File: config.mk
export PLATFORM = sky130hd
export DESIGN_NAME = asc_serial_ctrl
export DESIGN_NICKNAME = d
export VERILOG_FILES = /design/src/shared/asc_pkg.sv /design/src/logic/asc_fifo.sv /design/src/logic/asc_serial_ctrl.sv /design/src/logic/asc_sync.sv
export SDC_FILE = /design/constraint.sdc
export NUM_CORES = 1
export LEC_CHECK = 0
export ABC_AREA = 1
export BUFFER_PORTS_ARGS = -buffer_cell sky130_fd_sc_hd__buf_2
export CAP_MARGIN = 5
export CORE_ASPECT_RATIO = 1.4
export CORE_MARGIN = 8
export CORE_UTILIZATION = 35
export CTS_BUF_LIST = sky130_fd_sc_hd__clkbuf_8
export DETAILED_ROUTE_END_ITERATION = 8
export PLACE_DENSITY = 0.59
export SLEW_MARGIN = 20
export SYNTH_ARGS = -nofsm -noshare
export SYNTH_HDL_FRONTEND = slang
export SYNTH_SLANG_ARGS = --single-unit
File: constraint.sdc
create_clock -name REF_CLK_IN -period 9.7 [get_ports REF_CLK_IN]
set_clock_uncertainty 0.2 [all_clocks]
set_input_delay 0.485 -clock REF_CLK_IN [delete_from_list [all_inputs] [get_ports REF_CLK_IN]]
set_output_delay 0.485 -clock REF_CLK_IN [all_outputs]
set_load 0.02 [all_outputs]
File: src/shared/asc_pkg.sv
// constants of the converter serial interface and conversion sequencer
// assumes a 100 MHz system clock; every slower rate is derived from it
package asc_pkg;
   localparam int unsigned CLK_MHZ = 100;
   localparam int unsigned CYC_PER_MS = CLK_MHZ * 1000;
   // convert state lengths on the internal oscillator, in ms
   localparam int unsigned CONV_LOW_MS = 67;
   localparam int unsigned CONV_HIGH_MS = 80;
   localparam int unsigned CONV_DUAL_MS = 73;
   // conversion length in external conversion clock periods
   localparam logic [23:0] CONV_EXT_PERIODS = 24'h002826;
   // longest data output state, internal oscillator, in us
   localparam int unsigned DOUT_MAX_US_SINGLE = 1250;
   localparam int unsigned DOUT_MAX_US_DUAL = 1400;
   localparam int unsigned FRAME_BITS = 24;
   // internal serial clock half period, rounded down so the frame never overruns
   localparam int unsigned HALF_SINGLE_CYC = DOUT_MAX_US_SINGLE * CLK_MHZ / (FRAME_BITS * 2);
   localparam int unsigned HALF_DUAL_CYC = DOUT_MAX_US_DUAL * CLK_MHZ / (FRAME_BITS * 2);
   // serial clock is the conversion clock divided by 8: half period is 4 ticks
   localparam logic [23:0] HALF_EXT_TICKS = 24'h000004;
   // delay from done-test to first serial clock rise, in us and in cycles
   localparam int unsigned DONE_TEST_US_SINGLE = 23;
   localparam int unsigned DONE_TEST_US_DUAL = 26;
   localparam int unsigned DONE_TEST_SINGLE_CYC = DONE_TEST_US_SINGLE * CLK_MHZ;
   localparam int unsigned DONE_TEST_DUAL_CYC = DONE_TEST_US_DUAL * CLK_MHZ;
   localparam logic [23:0] DONE_TEST_EXT_TICKS = 24'h000004;
   // an external conversion clock is seen if edges come at 5 kHz or faster
   localparam int unsigned EXT_DET_US = 200;
   localparam int unsigned EXT_DET_CYC = EXT_DET_US * CLK_MHZ;
   // frame layout
   localparam int unsigned RESULT_W = 22;
   localparam logic [4:0] LAST_BIT = 5'h17;
   localparam int unsigned FIFO_DEPTH = 16;
   typedef enum logic [1:0] {ASC_CONVERT, ASC_SLEEP, ASC_DONE_TEST, ASC_DATA_OUT} asc_state_e;
endpackage : asc_pkg

File: src/logic/asc_fifo.sv
// result FIFO between the conversion core and the serial sequencer
// assumes a single clock; storage is flip-flops
`timescale 1ns/1ps
module asc_fifo #(
   parameter int unsigned W = 22,
   parameter int unsigned DEPTH = 16
) (
   input wire logic REF_CLK_IN,
   input wire logic SYS_RST_IN,
   input wire logic [W-1:0] in_data,
   input wire logic in_valid,
   output logic in_ready,
   output logic [W-1:0] out_data,
   output logic out_valid,
   input wire logic out_ready
);
   localparam int unsigned AW = $clog2(DEPTH);
   typedef struct packed
   {
      logic [DEPTH-1:0][W-1:0] mem;
      logic [AW:0] wp;
      logic [AW:0] rp;
   } asc_fifo_s;
   asc_fifo_s st_reg;
   asc_fifo_s st_next;
   logic full;
   logic empty;

   // extra pointer bit tells full from empty
   assign empty = (st_reg.wp == st_reg.rp);
   assign full = (st_reg.wp[AW-1:0] == st_reg.rp[AW-1:0]) && (st_reg.wp[AW] != st_reg.rp[AW]);
   assign in_ready = !full;
   assign out_valid = !empty;
   assign out_data = st_reg.mem[st_reg.rp[AW-1:0]];

   always_comb
   begin
      st_next = st_reg;
      if (in_valid && !full)
      begin
         st_next.mem[st_reg.wp[AW-1:0]] = in_data;
         st_next.wp = st_reg.wp + 1'b1;
      end
      if (out_ready && !empty)
         st_next.rp = st_reg.rp + 1'b1;
   end

   always_ff @(posedge REF_CLK_IN)
   begin
      if (SYS_RST_IN)
         st_reg <= '0;
      else
         st_reg <= st_next;
   end

   property p_no_write_when_full;
      @(posedge REF_CLK_IN) disable iff (SYS_RST_IN)
      full && in_valid |=> st_reg.wp == $past(st_reg.wp);
   endproperty
   a_no_write_when_full: assert property (p_no_write_when_full)
      else $error("fifo pointer moved while full");
endmodule : asc_fifo

File: src/logic/asc_serial_ctrl.sv
// serial interface and conversion-state sequencer of a delta-sigma converter
// assumes the conversion core pushes signed results into RESULT_*; pins are asynchronous
// Functional notes
// - external conversion clock: conversion lasts 10278 of its periods.
// - single-notch internal oscillator: convert 67 ms when select low, 80 ms high.
// - dual-notch internal oscillator with select low: convert 73 ms.
// - after conversion, sleep while chip select stays high.
// - internal serial clock: data output bounded by 24 clocks.
// - external serial clock: data output ends after 24 clocks at most.
// - serial data advances to the next bit on each serial clock fall.
// - internal mode drives serial clock at conversion clock over 8.
// - external mode takes the serial clock pin as input.
// - clock mode chosen at power-up and at every chip select fall.
// - serial clock high or floating picks internal, low picks external.
// - data output shows the latest result, most significant bit first; the code shows the oldest result held in the buffer.
// - chip select high puts serial data in high impedance.
// - chip select low in convert or sleep shows the done flag.
// - chip select rise after the first serial clock rise in data output aborts and starts conversion.
// - chip select held low gives continuous conversion at full rate.
// - external two-wire mode is controlled by serial clock alone.
// - internal two-wire converts continuously; single cycle follows chip select fall.
// - frame is done flag, dummy zero, sign, then 21 result bits.
// - after the 24th serial clock fall (24th rise with internal serial clock), data goes high and conversion starts.
// - weak pull-up on serial clock is enabled around chip select fall.
`timescale 1ns/1ps
module asc_serial_ctrl #(
   parameter int unsigned CONV_LOW_CYC = asc_pkg::CONV_LOW_MS * asc_pkg::CYC_PER_MS,
   parameter int unsigned CONV_HIGH_CYC = asc_pkg::CONV_HIGH_MS * asc_pkg::CYC_PER_MS,
   parameter int unsigned CONV_DUAL_CYC = asc_pkg::CONV_DUAL_MS * asc_pkg::CYC_PER_MS,
   parameter int unsigned EXT_DET_CYC = asc_pkg::EXT_DET_CYC
) (
   input wire logic REF_CLK_IN,
   input wire logic SYS_RST_IN,
   input wire logic DUAL_NOTCH_IN,
   input wire logic REJECTION_SELECT_IN,
   input wire logic CS_N_IN,
   input wire logic SCK_IN,
   output logic SCK_OUT,
   output logic SCK_OE_OUT,
   output logic SCK_PULLUP_EN_OUT,
   output logic SDO_OUT,
   output logic SDO_OE_OUT,
   input wire logic [asc_pkg::RESULT_W-1:0] RESULT_IN,
   input wire logic RESULT_VALID_IN,
   output logic RESULT_READY_OUT,
   output logic CONV_START_OUT,
   output logic INT_SCK_MODE_OUT,
   output logic EXT_CONV_CLK_OUT
);
   typedef struct packed
   {
      asc_pkg::asc_state_e st;
      logic [23:0] cnt;
      logic [15:0] det;
      logic [4:0] bitcnt;
      logic [23:0] shreg;
      logic started;
      logic int_mode;
      logic [1:0] powerup;
      logic sck_o;
      logic sdo;
      logic sdo_oe;
      logic start_p;
      logic cs_prev;
      logic sck_prev;
      logic rej_prev;
   } asc_ctrl_s;
   asc_ctrl_s st_reg;
   asc_ctrl_s st_next;

   logic [2:0] pins_s;
   logic cs_s;
   logic sck_s;
   logic rej_s;
   logic fifo_valid;
   logic fifo_ready;
   logic [asc_pkg::RESULT_W-1:0] fifo_data;
   logic ext_osc;
   logic tick;
   logic rej_rise;
   logic cs_fall;
   logic cs_rise;
   logic sck_rise;
   logic sck_fall;
   logic [23:0] conv_lim;
   logic [23:0] half_lim;
   logic [23:0] test_lim;

   // pins cross into the clock domain; idle levels are chip select high, clock high, select low
   asc_sync #(.W(3), .INIT(3'h6)) u_sync (
      .REF_CLK_IN(REF_CLK_IN),
      .SYS_RST_IN(SYS_RST_IN),
      .async_in({CS_N_IN, SCK_IN, REJECTION_SELECT_IN}),
      .sync_out(pins_s)
   );
   assign cs_s = pins_s[2];
   assign sck_s = pins_s[1];
   assign rej_s = pins_s[0];

   // results wait here; a full buffer stalls the core through its ready
   asc_fifo #(.W(asc_pkg::RESULT_W), .DEPTH(asc_pkg::FIFO_DEPTH)) u_fifo (
      .REF_CLK_IN(REF_CLK_IN),
      .SYS_RST_IN(SYS_RST_IN),
      .in_data(RESULT_IN),
      .in_valid(RESULT_VALID_IN),
      .in_ready(RESULT_READY_OUT),
      .out_data(fifo_data),
      .out_valid(fifo_valid),
      .out_ready(fifo_ready)
   );

   // edge detectors read only the second synchroniser stage
   assign cs_fall = st_reg.cs_prev && !cs_s;
   assign cs_rise = !st_reg.cs_prev && cs_s;
   assign sck_rise = !st_reg.sck_prev && sck_s;
   assign sck_fall = st_reg.sck_prev && !sck_s;
   assign rej_rise = !st_reg.rej_prev && rej_s;
   assign ext_osc = (st_reg.det != 16'h0000);

   // one tick per cycle on the internal oscillator, one per external clock period otherwise
   assign tick = ext_osc ? rej_rise : 1'b1;

   // state lengths chosen by oscillator source, variant and rejection level
   always_comb
   begin
      if (ext_osc)
      begin
         conv_lim = asc_pkg::CONV_EXT_PERIODS;
         half_lim = asc_pkg::HALF_EXT_TICKS;
         test_lim = asc_pkg::DONE_TEST_EXT_TICKS;
      end
      else if (DUAL_NOTCH_IN)
      begin
         // a high select is outside the dual part's use; it falls back to the long setting
         conv_lim = rej_s ? 24'(CONV_HIGH_CYC) : 24'(CONV_DUAL_CYC);
         half_lim = 24'(asc_pkg::HALF_DUAL_CYC);
         test_lim = 24'(asc_pkg::DONE_TEST_DUAL_CYC);
      end
      else
      begin
         conv_lim = rej_s ? 24'(CONV_HIGH_CYC) : 24'(CONV_LOW_CYC);
         half_lim = 24'(asc_pkg::HALF_SINGLE_CYC);
         test_lim = 24'(asc_pkg::DONE_TEST_SINGLE_CYC);
      end
   end

   // result leaves the buffer only when a conversion ends
   assign fifo_ready = (st_reg.st == asc_pkg::ASC_CONVERT) && (st_reg.cnt >= conv_lim);

   // sequencer
   always_comb
   begin
      st_next = st_reg;
      st_next.start_p = 1'b0;
      st_next.cs_prev = cs_s;
      st_next.sck_prev = sck_s;
      st_next.rej_prev = rej_s;
      // external conversion clock detection window restarts on each rising edge
      if (rej_rise)
         st_next.det = 16'(EXT_DET_CYC);
      else if (st_reg.det != 16'h0000)
         st_next.det = st_reg.det - 16'h0001;
      // power-up capture waits until the synchroniser holds the real pin level, then every chip select fall
      if (st_reg.powerup != 2'h0)
         st_next.powerup = st_reg.powerup - 2'h1;
      if (st_reg.powerup == 2'h1 || cs_fall)
         st_next.int_mode = sck_s;
      unique case (st_reg.st)
         asc_pkg::ASC_CONVERT:
         begin
            if (tick && st_reg.cnt < conv_lim)
               st_next.cnt = st_reg.cnt + 24'h000001;
            // with no result ready the conversion holds until one arrives
            if (fifo_ready && fifo_valid)
            begin
               st_next.shreg = {1'b0, 1'b0, fifo_data};
               st_next.cnt = '0;
               st_next.st = asc_pkg::ASC_SLEEP;
            end
         end
         asc_pkg::ASC_SLEEP:
         begin
            st_next.cnt = '0;
            st_next.started = 1'b0;
            // chip select low leaves sleep, so holding it low converts back to back
            if (!cs_s && !cs_fall)
            begin
               if (st_reg.int_mode)
               begin
                  st_next.sck_o = 1'b0;
                  st_next.st = asc_pkg::ASC_DONE_TEST;
               end
               else
                  st_next.st = asc_pkg::ASC_DATA_OUT;
            end
         end
         asc_pkg::ASC_DONE_TEST:
         begin
            if (cs_s)
               st_next.st = asc_pkg::ASC_SLEEP;
            else if (tick)
            begin
               st_next.cnt = st_reg.cnt + 24'h000001;
               if (st_reg.cnt + 24'h000001 >= test_lim)
               begin
                  // first rising edge enters the data output state
                  st_next.cnt = '0;
                  st_next.sck_o = 1'b1;
                  st_next.started = 1'b1;
                  st_next.st = asc_pkg::ASC_DATA_OUT;
               end
            end
         end
         asc_pkg::ASC_DATA_OUT:
         begin
            if (cs_rise)
            begin
               // abort only counts once the first rising edge was seen
               if (st_reg.started)
               begin
                  st_next.st = asc_pkg::ASC_CONVERT;
                  st_next.start_p = 1'b1;
                  st_next.bitcnt = '0;
                  st_next.sck_o = 1'b1;
                  // the serial clock count may stand mid half period; the conversion must start from zero
                  st_next.cnt = '0;
               end
               else
                  st_next.st = asc_pkg::ASC_SLEEP;
            end
            else if (st_reg.int_mode)
            begin
               // internal serial clock: conversion clock over 8 with an external clock, half_lim cycles per half period on the oscillator
               if (tick)
                  st_next.cnt = st_reg.cnt + 24'h000001;
               if (tick && st_reg.cnt + 24'h000001 >= half_lim)
               begin
                  st_next.cnt = '0;
                  if (st_reg.sck_o)
                  begin
                     st_next.sck_o = 1'b0;
                     st_next.shreg = {st_reg.shreg[22:0], 1'b1};
                     st_next.bitcnt = st_reg.bitcnt + 5'h01;
                  end
                  else if (st_reg.bitcnt == asc_pkg::LAST_BIT)
                  begin
                     // 24th rise ends the frame; clock stays high
                     st_next.sck_o = 1'b1;
                     st_next.bitcnt = '0;
                     st_next.st = asc_pkg::ASC_CONVERT;
                     st_next.start_p = 1'b1;
                  end
                  else
                     st_next.sck_o = 1'b1;
               end
            end
            else
            begin
               if (sck_rise)
                  st_next.started = 1'b1;
               if (sck_fall && st_reg.started)
               begin
                  if (st_reg.bitcnt == asc_pkg::LAST_BIT)
                  begin
                     st_next.bitcnt = '0;
                     st_next.st = asc_pkg::ASC_CONVERT;
                     st_next.start_p = 1'b1;
                  end
                  else
                  begin
                     st_next.shreg = {st_reg.shreg[22:0], 1'b1};
                     st_next.bitcnt = st_reg.bitcnt + 5'h01;
                  end
               end
            end
         end
      endcase
      // serial data: done flag outside data output, frame bit inside
      unique case (st_next.st)
         asc_pkg::ASC_CONVERT: st_next.sdo = 1'b1;
         asc_pkg::ASC_SLEEP: st_next.sdo = 1'b0;
         asc_pkg::ASC_DONE_TEST: st_next.sdo = 1'b0;
         asc_pkg::ASC_DATA_OUT: st_next.sdo = st_next.shreg[23];
      endcase
      st_next.sdo_oe = !cs_s;
   end

   always_ff @(posedge REF_CLK_IN)
   begin
      if (SYS_RST_IN)
      begin
         st_reg <= '0;
         st_reg.st <= asc_pkg::ASC_CONVERT;
         st_reg.int_mode <= 1'b1;
         st_reg.powerup <= 2'h3;
         st_reg.sck_o <= 1'b1;
         st_reg.sdo <= 1'b1;
         st_reg.cs_prev <= 1'b1;
         st_reg.sck_prev <= 1'b1;
      end
      else
         st_reg <= st_next;
   end

   // pin drivers
   assign SCK_OUT = st_reg.sck_o;
   assign SCK_OE_OUT = st_reg.int_mode && st_reg.sdo_oe;
   assign SCK_PULLUP_EN_OUT = !st_reg.sdo_oe;
   assign SDO_OUT = st_reg.sdo;
   assign SDO_OE_OUT = st_reg.sdo_oe;
   assign CONV_START_OUT = st_reg.start_p;
   assign INT_SCK_MODE_OUT = st_reg.int_mode;
   assign EXT_CONV_CLK_OUT = ext_osc;

   property p_sdo_hiz;
      @(posedge REF_CLK_IN) disable iff (SYS_RST_IN)
      cs_s |=> !SDO_OE_OUT;
   endproperty
   a_sdo_hiz: assert property (p_sdo_hiz)
      else $error("serial data driven with chip select high");

   property p_busy_flag;
      @(posedge REF_CLK_IN) disable iff (SYS_RST_IN)
      (st_reg.st == asc_pkg::ASC_CONVERT) |-> SDO_OUT;
   endproperty
   a_busy_flag: assert property (p_busy_flag)
      else $error("done flag low during conversion");

   property p_sleep_hold;
      @(posedge REF_CLK_IN) disable iff (SYS_RST_IN)
      (st_reg.st == asc_pkg::ASC_SLEEP) && cs_s ##1 cs_s |-> (st_reg.st == asc_pkg::ASC_SLEEP) && !SDO_OUT;
   endproperty
   a_sleep_hold: assert property (p_sleep_hold)
      else $error("left sleep with chip select high");

   property p_count_clear;
      @(posedge REF_CLK_IN) disable iff (SYS_RST_IN)
      $rose(st_reg.start_p) |-> (st_reg.bitcnt == 5'h00) && (st_reg.st == asc_pkg::ASC_CONVERT);
   endproperty
   a_count_clear: assert property (p_count_clear)
      else $error("bit count not cleared at conversion start");

   property p_abort;
      @(posedge REF_CLK_IN) disable iff (SYS_RST_IN)
      (st_reg.st == asc_pkg::ASC_DATA_OUT) && st_reg.started && cs_rise |=> st_reg.start_p ##1 SDO_OUT;
   endproperty
   a_abort: assert property (p_abort)
      else $error("chip select rise did not abort");

   property p_mode_select;
      @(posedge REF_CLK_IN) disable iff (SYS_RST_IN)
      cs_fall |=> (INT_SCK_MODE_OUT == $past(sck_s));
   endproperty
   a_mode_select: assert property (p_mode_select)
      else $error("clock mode not taken from serial clock level");

   property p_last_fall;
      @(posedge REF_CLK_IN) disable iff (SYS_RST_IN)
      (st_reg.st == asc_pkg::ASC_DATA_OUT) && !st_reg.int_mode && st_reg.started && sck_fall
         && (st_reg.bitcnt == asc_pkg::LAST_BIT) && !cs_rise |=> (st_reg.st == asc_pkg::ASC_CONVERT) && SDO_OUT;
   endproperty
   a_last_fall: assert property (p_last_fall)
      else $error("24th fall did not start a conversion");

   property p_shift;
      @(posedge REF_CLK_IN) disable iff (SYS_RST_IN)
      (st_reg.st == asc_pkg::ASC_DATA_OUT) && !st_reg.int_mode && st_reg.started && sck_fall
         && (st_reg.bitcnt < asc_pkg::LAST_BIT) && !cs_rise |=> (st_reg.shreg[23:1] == $past(st_reg.shreg[22:0]));
   endproperty
   a_shift: assert property (p_shift)
      else $error("serial data did not advance on falling edge");

   property p_frame_len;
      @(posedge REF_CLK_IN) disable iff (SYS_RST_IN)
      st_reg.bitcnt <= asc_pkg::LAST_BIT;
   endproperty
   a_frame_len: assert property (p_frame_len)
      else $error("frame longer than 24 bits");
endmodule : asc_serial_ctrl

File: src/logic/asc_sync.sv
// two flip-flop synchroniser for asynchronous pins
// assumes inputs come from outside the clock domain
`timescale 1ns/1ps
module asc_sync #(
   parameter int unsigned W = 1,
   parameter logic [W-1:0] INIT = '0
) (
   input wire logic REF_CLK_IN,
   input wire logic SYS_RST_IN,
   input wire logic [W-1:0] async_in,
   output logic [W-1:0] sync_out
);
   typedef struct packed
   {
      logic [W-1:0] s1;
      logic [W-1:0] s2;
   } asc_sync_s;
   asc_sync_s st_reg;
   asc_sync_s st_next;

   // first stage feeds only the second stage
   always_comb
   begin
      st_next.s1 = async_in;
      st_next.s2 = st_reg.s1;
   end

   always_ff @(posedge REF_CLK_IN)
   begin
      if (SYS_RST_IN)
         st_reg <= {INIT, INIT};
      else
         st_reg <= st_next;
   end

   assign sync_out = st_reg.s2;
endmodule : asc_sync

; Word level (Yosys, flattened, before mapping)
; Index checks and enable logic that the tools add are counted.
[totals]
output_inout_bits = 9
inputBits = 29
register_bits = 450
[op_classes]
bitwise_logic = 1
n_mux = 70
n_eq_ne = 32
n_addsub = 6
magnitude_cmp = 7
n_reduce_logical = 41
[op_table]
columns = operator, n
row1 = 352-bit bitwise mux, 1
row2 = 24-bit 2-to-1 mux, 8
row3 = 26-bit 2-to-1 mux, 5
row4 = 26-bit one-hot mux with 4 select lines, 1
row5 = 22-bit binary-select mux with 4-bit select, 1
row6 = 22-bit demux with 4-bit select, 1
row7 = 29-bit 2-to-1 mux, 3
row8 = 24-bit >= comparator, 3
row9 = 21-bit 2-to-1 mux, 3
row10 = 24-bit one-hot mux with 2 select lines, 1
row11 = 22-bit 2-to-1 mux, 2
row12 = 15-bit 2-to-1 mux, 2
row13 = 25-bit 2-to-1 mux, 1
row14 = 5-bit 2-to-1 mux, 5
row15 = "24-bit by 1-bit adder with 24-bit output, second input constant", 1
row16 = 24-bit less-than comparator, 1
row17 = 12-bit 2-to-1 mux, 2
row18 = 23-bit 2-to-1 mux, 1
row19 = 1-bit 2-to-1 mux, 22
row20 = "3-bit != test, second input constant", 7
row21 = "2-bit != test, second input constant", 9
row22 = 16-bit nonzero test, 1
row23 = "16-bit by 1-bit subtractor with 16-bit output, second input constant", 1
row24 = "5-bit by 1-bit adder with 5-bit output, second input constant", 3
row25 = 29 further kinds, 72

; Logic depth before layout (Yosys ltp)
[depth]
word_depth = 11
ltp_mapped = 25

; Hierarchy
; From an unflattened synthesis, not the netlist that was laid out.
[hier_totals]
hier_cells = 4378
hier_area_um2 = 26714.4
[by_module_without_submodules]
columns = mod, n_inst, area_each_um2, seq_area_each_um2, cells_per_inst
row1 = asc_fifo, 1, 20587.2, 7247.0, 3419
row2 = asc_serial_ctrl, 1, 5958.2, 1641.6, 940
row3 = asc_sync, 1, 168.9, 120.1, 19

; Least setup slack after synthesis
; No wires, ideal clock.
[synth_path]
kind = register -> register
from = register st_reg[40] (netlist name)
to = register st_reg[58] (netlist name)
arrival_ps = 3481
required_time_ps = 9385
n_path_buf = 2
path_stages_with_launch = 25
setup_ps = 115
path_slack_ps = 5904
period_less_slack_ps = 3796
cell_sequence = dfxtp_1 > inv_1 > ha_1 > nand2_1 > nor3_2 > nand4_1 > nor2_1 > nor2_1 > ha_1 > nand2_1 > nor2_1 > nand2_1 > nor2_1 > inv_1 > nor2_1 > nand2_1 > nor2_1 > nand3_1 > nand3_1 > nand2_2 > nand3_1 > nand4_1 > buf_2 > buf_2 > o21a_1
[synth_between]
elab_chain_len = 8
word_cells_on_any_way = 25
cone_classes = order compare: 4 / eq/ne: 3 / mux: 12 / reduce/logical: 6
[synth_rtl]
columns = element, line_no
row1 = "start, declared", asc_serial_ctrl.sv:68  ; asc_ctrl_s st_reg;
row2 = "start signal, assigned", asc_serial_ctrl.sv:302  ; st_reg <= st_next;
row3 = 16-bit nonzero test *, asc_serial_ctrl.sv:118  ; assign ext_osc = (st_reg.det != 16'h0000);
row4 = net EXT_CONV_CLK_OUT, asc_serial_ctrl.sv:48  ; output logic EXT_CONV_CLK_OUT
row5 = 12-bit 2-to-1 mux, asc_serial_ctrl.sv:126  ; if (ext_osc)
row6 = 24-bit >= comparator, asc_serial_ctrl.sv:236  ; if (tick && st_reg.cnt + 24'h000001 >= half_lim)
row7 = 1-bit logical AND, asc_serial_ctrl.sv:236
row8 = 26-bit 2-to-1 mux, asc_serial_ctrl.sv:236
row9 = 24-bit 2-to-1 mux, asc_serial_ctrl.sv:231  ; else if (st_reg.int_mode)
row10 = 26-bit 2-to-1 mux, asc_serial_ctrl.sv:216  ; if (cs_rise)
row11 = 26-bit one-hot mux with 4 select lines, asc_serial_ctrl.sv:168  ; unique case (st_reg.st)
; The timed path passes the listed nets; every way through them passes the cells marked *. The select of a mux whose other input is x is not followed.
; A chain may end at the register's enable or synchronous reset.

; Worst setup path in the final report
[layout_path]
from = register st_reg[40] (netlist name)
to = register st_reg[15] (netlist name)
[layout_between]
elab_chain_len = 7
word_cells_on_any_way = 12
cone_classes = order compare: 2 / eq/ne: 2 / mux: 3 / reduce/logical: 5
[layout_rtl]
columns = element, line_no
row1 = 16-bit nonzero test *, asc_serial_ctrl.sv:118
row2 = 23-bit 2-to-1 mux, asc_serial_ctrl.sv:126
row3 = 24-bit >= comparator, asc_serial_ctrl.sv:148  ; assign fifo_ready = (st_reg.st == asc_pkg::ASC_CONVERT) && (st_reg.cnt >= conv_lim);
row4 = 1-bit logical AND, asc_serial_ctrl.sv:148
row5 = 1-bit logical AND, asc_serial_ctrl.sv:174  ; if (fifo_ready && fifo_valid)
row6 = 2-bit by 1-bit != test with 1-bit output (no source line), -
row7 = 7-bit AND reduction (no source line) *, -
; Mark *: on every way between the ends. The rest lies on a longest branch, timed or not.

==> results.py <==
metrics = {
    "outcome": {
        "status": "complete, no violations",
    },
    "setup_path": {
        "required_ns": 10.07,
        "reg2reg_from": "st_reg[40]",
        "setup.worst_path.end_class": "flop",
        "timing.reg2reg.setup_slack_ns": 4.90,
        "crit_fanout": 26,
        "worst-setup-path-type": "flop to flop",
        "critical_path_arrival_ns": 5.17,
        "start_kind": "flop",
        "reg2reg_depth": 22,
        "reg2reg_to": "st_reg[15]",
    },
    "global_route": {
        "track_usage": 0.1771,
        "use_met3": 0.03093,
        "grtUsageMet2": 0.2954,
        "antenna_found_initial": 7,
        "met1_usage": 0.2252,
        "grt-busiest-layer": "met2",
        "overflow": 0,
        "grt_max_degree": 205,
        "grt_pass1_vias": 18262,
        "grt_pass1_wl_um": 101300,
    },
    "logic_synthesis": {
        "syn_inst": 3121,
        "syn_area_um2": 21860,
        "ys.flop_type": "dfxtp_1",
        "synth_commonest_cells": "o21ai_0 (590), a21oi_1 (522), inv_1 (470)",
        "ys_seq_area_frac": 0.4121,
        "synth_edf_count": 0,
        "synth.distinct_cells": 49,
        "yosysTopAreaCellShare": 0.4121,
        "syn_area_per_cell_um2": 7.004,
        "syn-num-nets": 3192,
        "yosys.area.top_type": "dfxtp_1",
        "ys_warn_count": 0,
        "ys_seq_elements": 450,
        "netlist_top_cells_area": "dfxtp_1 (41%), o21ai_0 (14%), a21oi_1 (12%), inv_1 (8.1%), nand2_1 (5.4%)",
        "synthArstFlopShare": 0,
        "synth.most_common_cell": "o21ai_0",
    },
    "clock_network": {
        "clock_latency_ns": 0.65,
        "hold_buffers": 4,
        "clockBufferDepth": 3,
        "ctsResizeCount": 0,
        "clkTransAtPathRegs_ns": 0.06,
        "h-tree-depth": 3,
        "cts-root-buf": "clkbuf_8",
        "cts_setup_buffers": 0,
        "clock_sinks": 450,
        "numCtsBuffers": 75,
        "cts_tree": "yes",
    },
    "placement": {
        "io_buffers": 37,
        "place_congestion": 0.8314,
        "post-dp-hpwl_um": 36220,
        "place_inst": 3786,
    },
    "floorplanning": {
        "io_pins": 38,
        "die_height_um": 311.7,
        "rows": 108,
        "initial_core_util": 0.3532,
        "dieArea_um2": 70820,
        "coreArea_um2": 61890,
        "die_x_um": 227.2,
    },
    "route": {
        "ant_nets": 0,
        "vias": 19645,
        "firstDrtPassIters": 5,
        "drc_errors": 0,
        "via_per_inst": 5.003,
        "drt_iter0_drc": 1353,
        "wirelength_um": 63700,
        "wl_per_cell_um": 16.22,
    },
    "power": {
        "power_frac_clock": 0.314,
        "p_sw_mw": 2.173,
        "p_leak_nw": 8.964,
        "seqPwrFrac": 0.369,
        "swShare": 0.3821,
        "pwr-share-comb": 0.317,
        "power_density_nw_per_um2": 236.4,
        "p_int_mw": 3.514,
        "peakVddDrop_uv": 143.2,
    },
    "layout": {
        "largest_register_ffs": 362,
        "nets": 3113,
        "fin_cells": 3927,
        "area_growth_pct": 10.05,
        "layout-drive-gt1-share": 0.08912,
    },
    "timing": {
        "hold_viol": 0,
        "tightest_slew_ns": 1.143,
        "relSlewSlack": 0.2374,
        "setup_viol": 0,
        "timing.setup.tns_ns": 0,
        "timing.final.crit_share": 0.4953,
        "fmax_ghz": 0.2081,
        "slew_viol_final": 0,
        "rsz0062_at_grt": "no",
        "timing.final.crit_period_ns": 4.804,
    },
    "hold_path": {
        "hold_path_startpoint": "SYS_RST_IN",
        "worstHoldPathType": "input port to flop",
        "min_to": "st_reg[27]",
        "min_path_cells": 2,
    },
    "flow_run": {
        "drv_cap": 0,
    },
}
## cells by family (layout without fill, tap and decap cells)
group	after synthesis	after routing	share of synthesized area
AND/OR/NAND/NOR	703	703	0.1439
XOR/XNOR	18	18	0.007212
adder cells (fa/ha/maj)	42	42	0.02404
AO/OA/AOI/OAI	1206	1206	0.2885
flip-flops	450	450	0.4121
buffers and inverters	702	678	0.1242
other	0	5	0
## cell usage in the layout (no fill, tap or decap), types with 7 or more instances in the layout
cell type / Yosys / final
nand4_1: 42 / 42
o311ai_0: 14 / 14
nor2_2: 6 / 7
nor2_1: 193 / 192
nand3_2: 5 / 9
ha_1: 42 / 42
xor2_1: 14 / 14
nor3_1: 15 / 15
inv_1: 470 / 488
buf_4: 4 / 26
clkbuf_8: 0 / 99
nand2_2: 28 / 28
nand2_1: 315 / 315
o221ai_1: 15 / 15
o21ai_0: 590 / 590
nand3_1: 66 / 62
a21oi_2: 20 / 20
buf_2: 14 / 37
a21oi_1: 522 / 522
clkinv_2: 0 / 7
o21a_1: 13 / 13
dfxtp_1: 450 / 447
a31oi_1: 16 / 16
## per-stage QoR
stage	util	hold slack [ns]	setup WS (ns)	cell area (µm²)	total power, mW
after floorplan	-	0.1883	5.904	21860	3.505
after detailed placement	0.3621	0.1988	4.938	22410	3.935
after global placement	0.3621	0.2023	5.069	22410	3.924
final	0.3887	0.06424	4.896	24060	5.687
after CTS	0.3885	0.02449	4.871	24040	5.739
after global routing	0.3885	0.03521	4.382	24050	6.075
## final cells by class
class	instances	area (µm²)
fill	6790	37830
multi-input combinational	1969	10160
sequential	450	9015
inverter	478	1804
clock buffer	99	1363
tap	825	1032
timing repair buffer	68	440.4
clock inverter	33	231.5
antenna	5	12.51
## per-layer routing
metal	vias up	wire length, µm	share of wire
met2	379	30320	0.48
met5	-	27	0.00042
met3	119	2976	0.047
li1	10132	-	-
met1	9011	28500	0.45
met4	4	1875	0.029
## worst max-delay path: stages, from the launching register on
cell,delay [ns]
dfxtp_1,0.31
inv_1,0.11
ha_1,0.20
nand2_1,0.12
nor3_2,0.35
nand4_1,0.51
ha_1,0.51
nand2_1,0.05
nor2_1,0.14
nand2_1,0.09
nor2_1,0.09
inv_1,0.05
nor2_1,0.11
nand2_1,0.06
nor2_1,0.09
nand3_1,0.08
nand3_1,0.11
nand2_2,0.32
o21ai_1,0.36
nand3_2,0.13
inv_2,0.45
nand2_1,0.13
a21oi_2,0.14
## worst max-delay path by stage
stage	end	slack [ns]	depth (start not counted)	from
2_1_floorplan	st_reg[58]	5.90	24	st_reg[40]
3_3_place_gp	st_reg[15]	5.07	22	st_reg[40]
3_5_place_dp	st_reg[22]	4.94	22	st_reg[40]
4_1_cts	st_reg[14]	4.87	22	st_reg[40]
5_1_grt	st_reg[24]	4.38	22	st_reg[40]
6_report	st_reg[15]	4.90	22	st_reg[40]
## power groups by stage
stage	Clock, mW	Combinational (mW)	Sequential (mW)
CTS	1.83	1.81	2.10
detailed placement	0	1.80	2.14
global route	1.92	2.05	2.11
global placement	0	1.79	2.14
floorplan	0	1.42	2.08
finish	1.79	1.80	2.10
(Power assumes the default switching activity.)
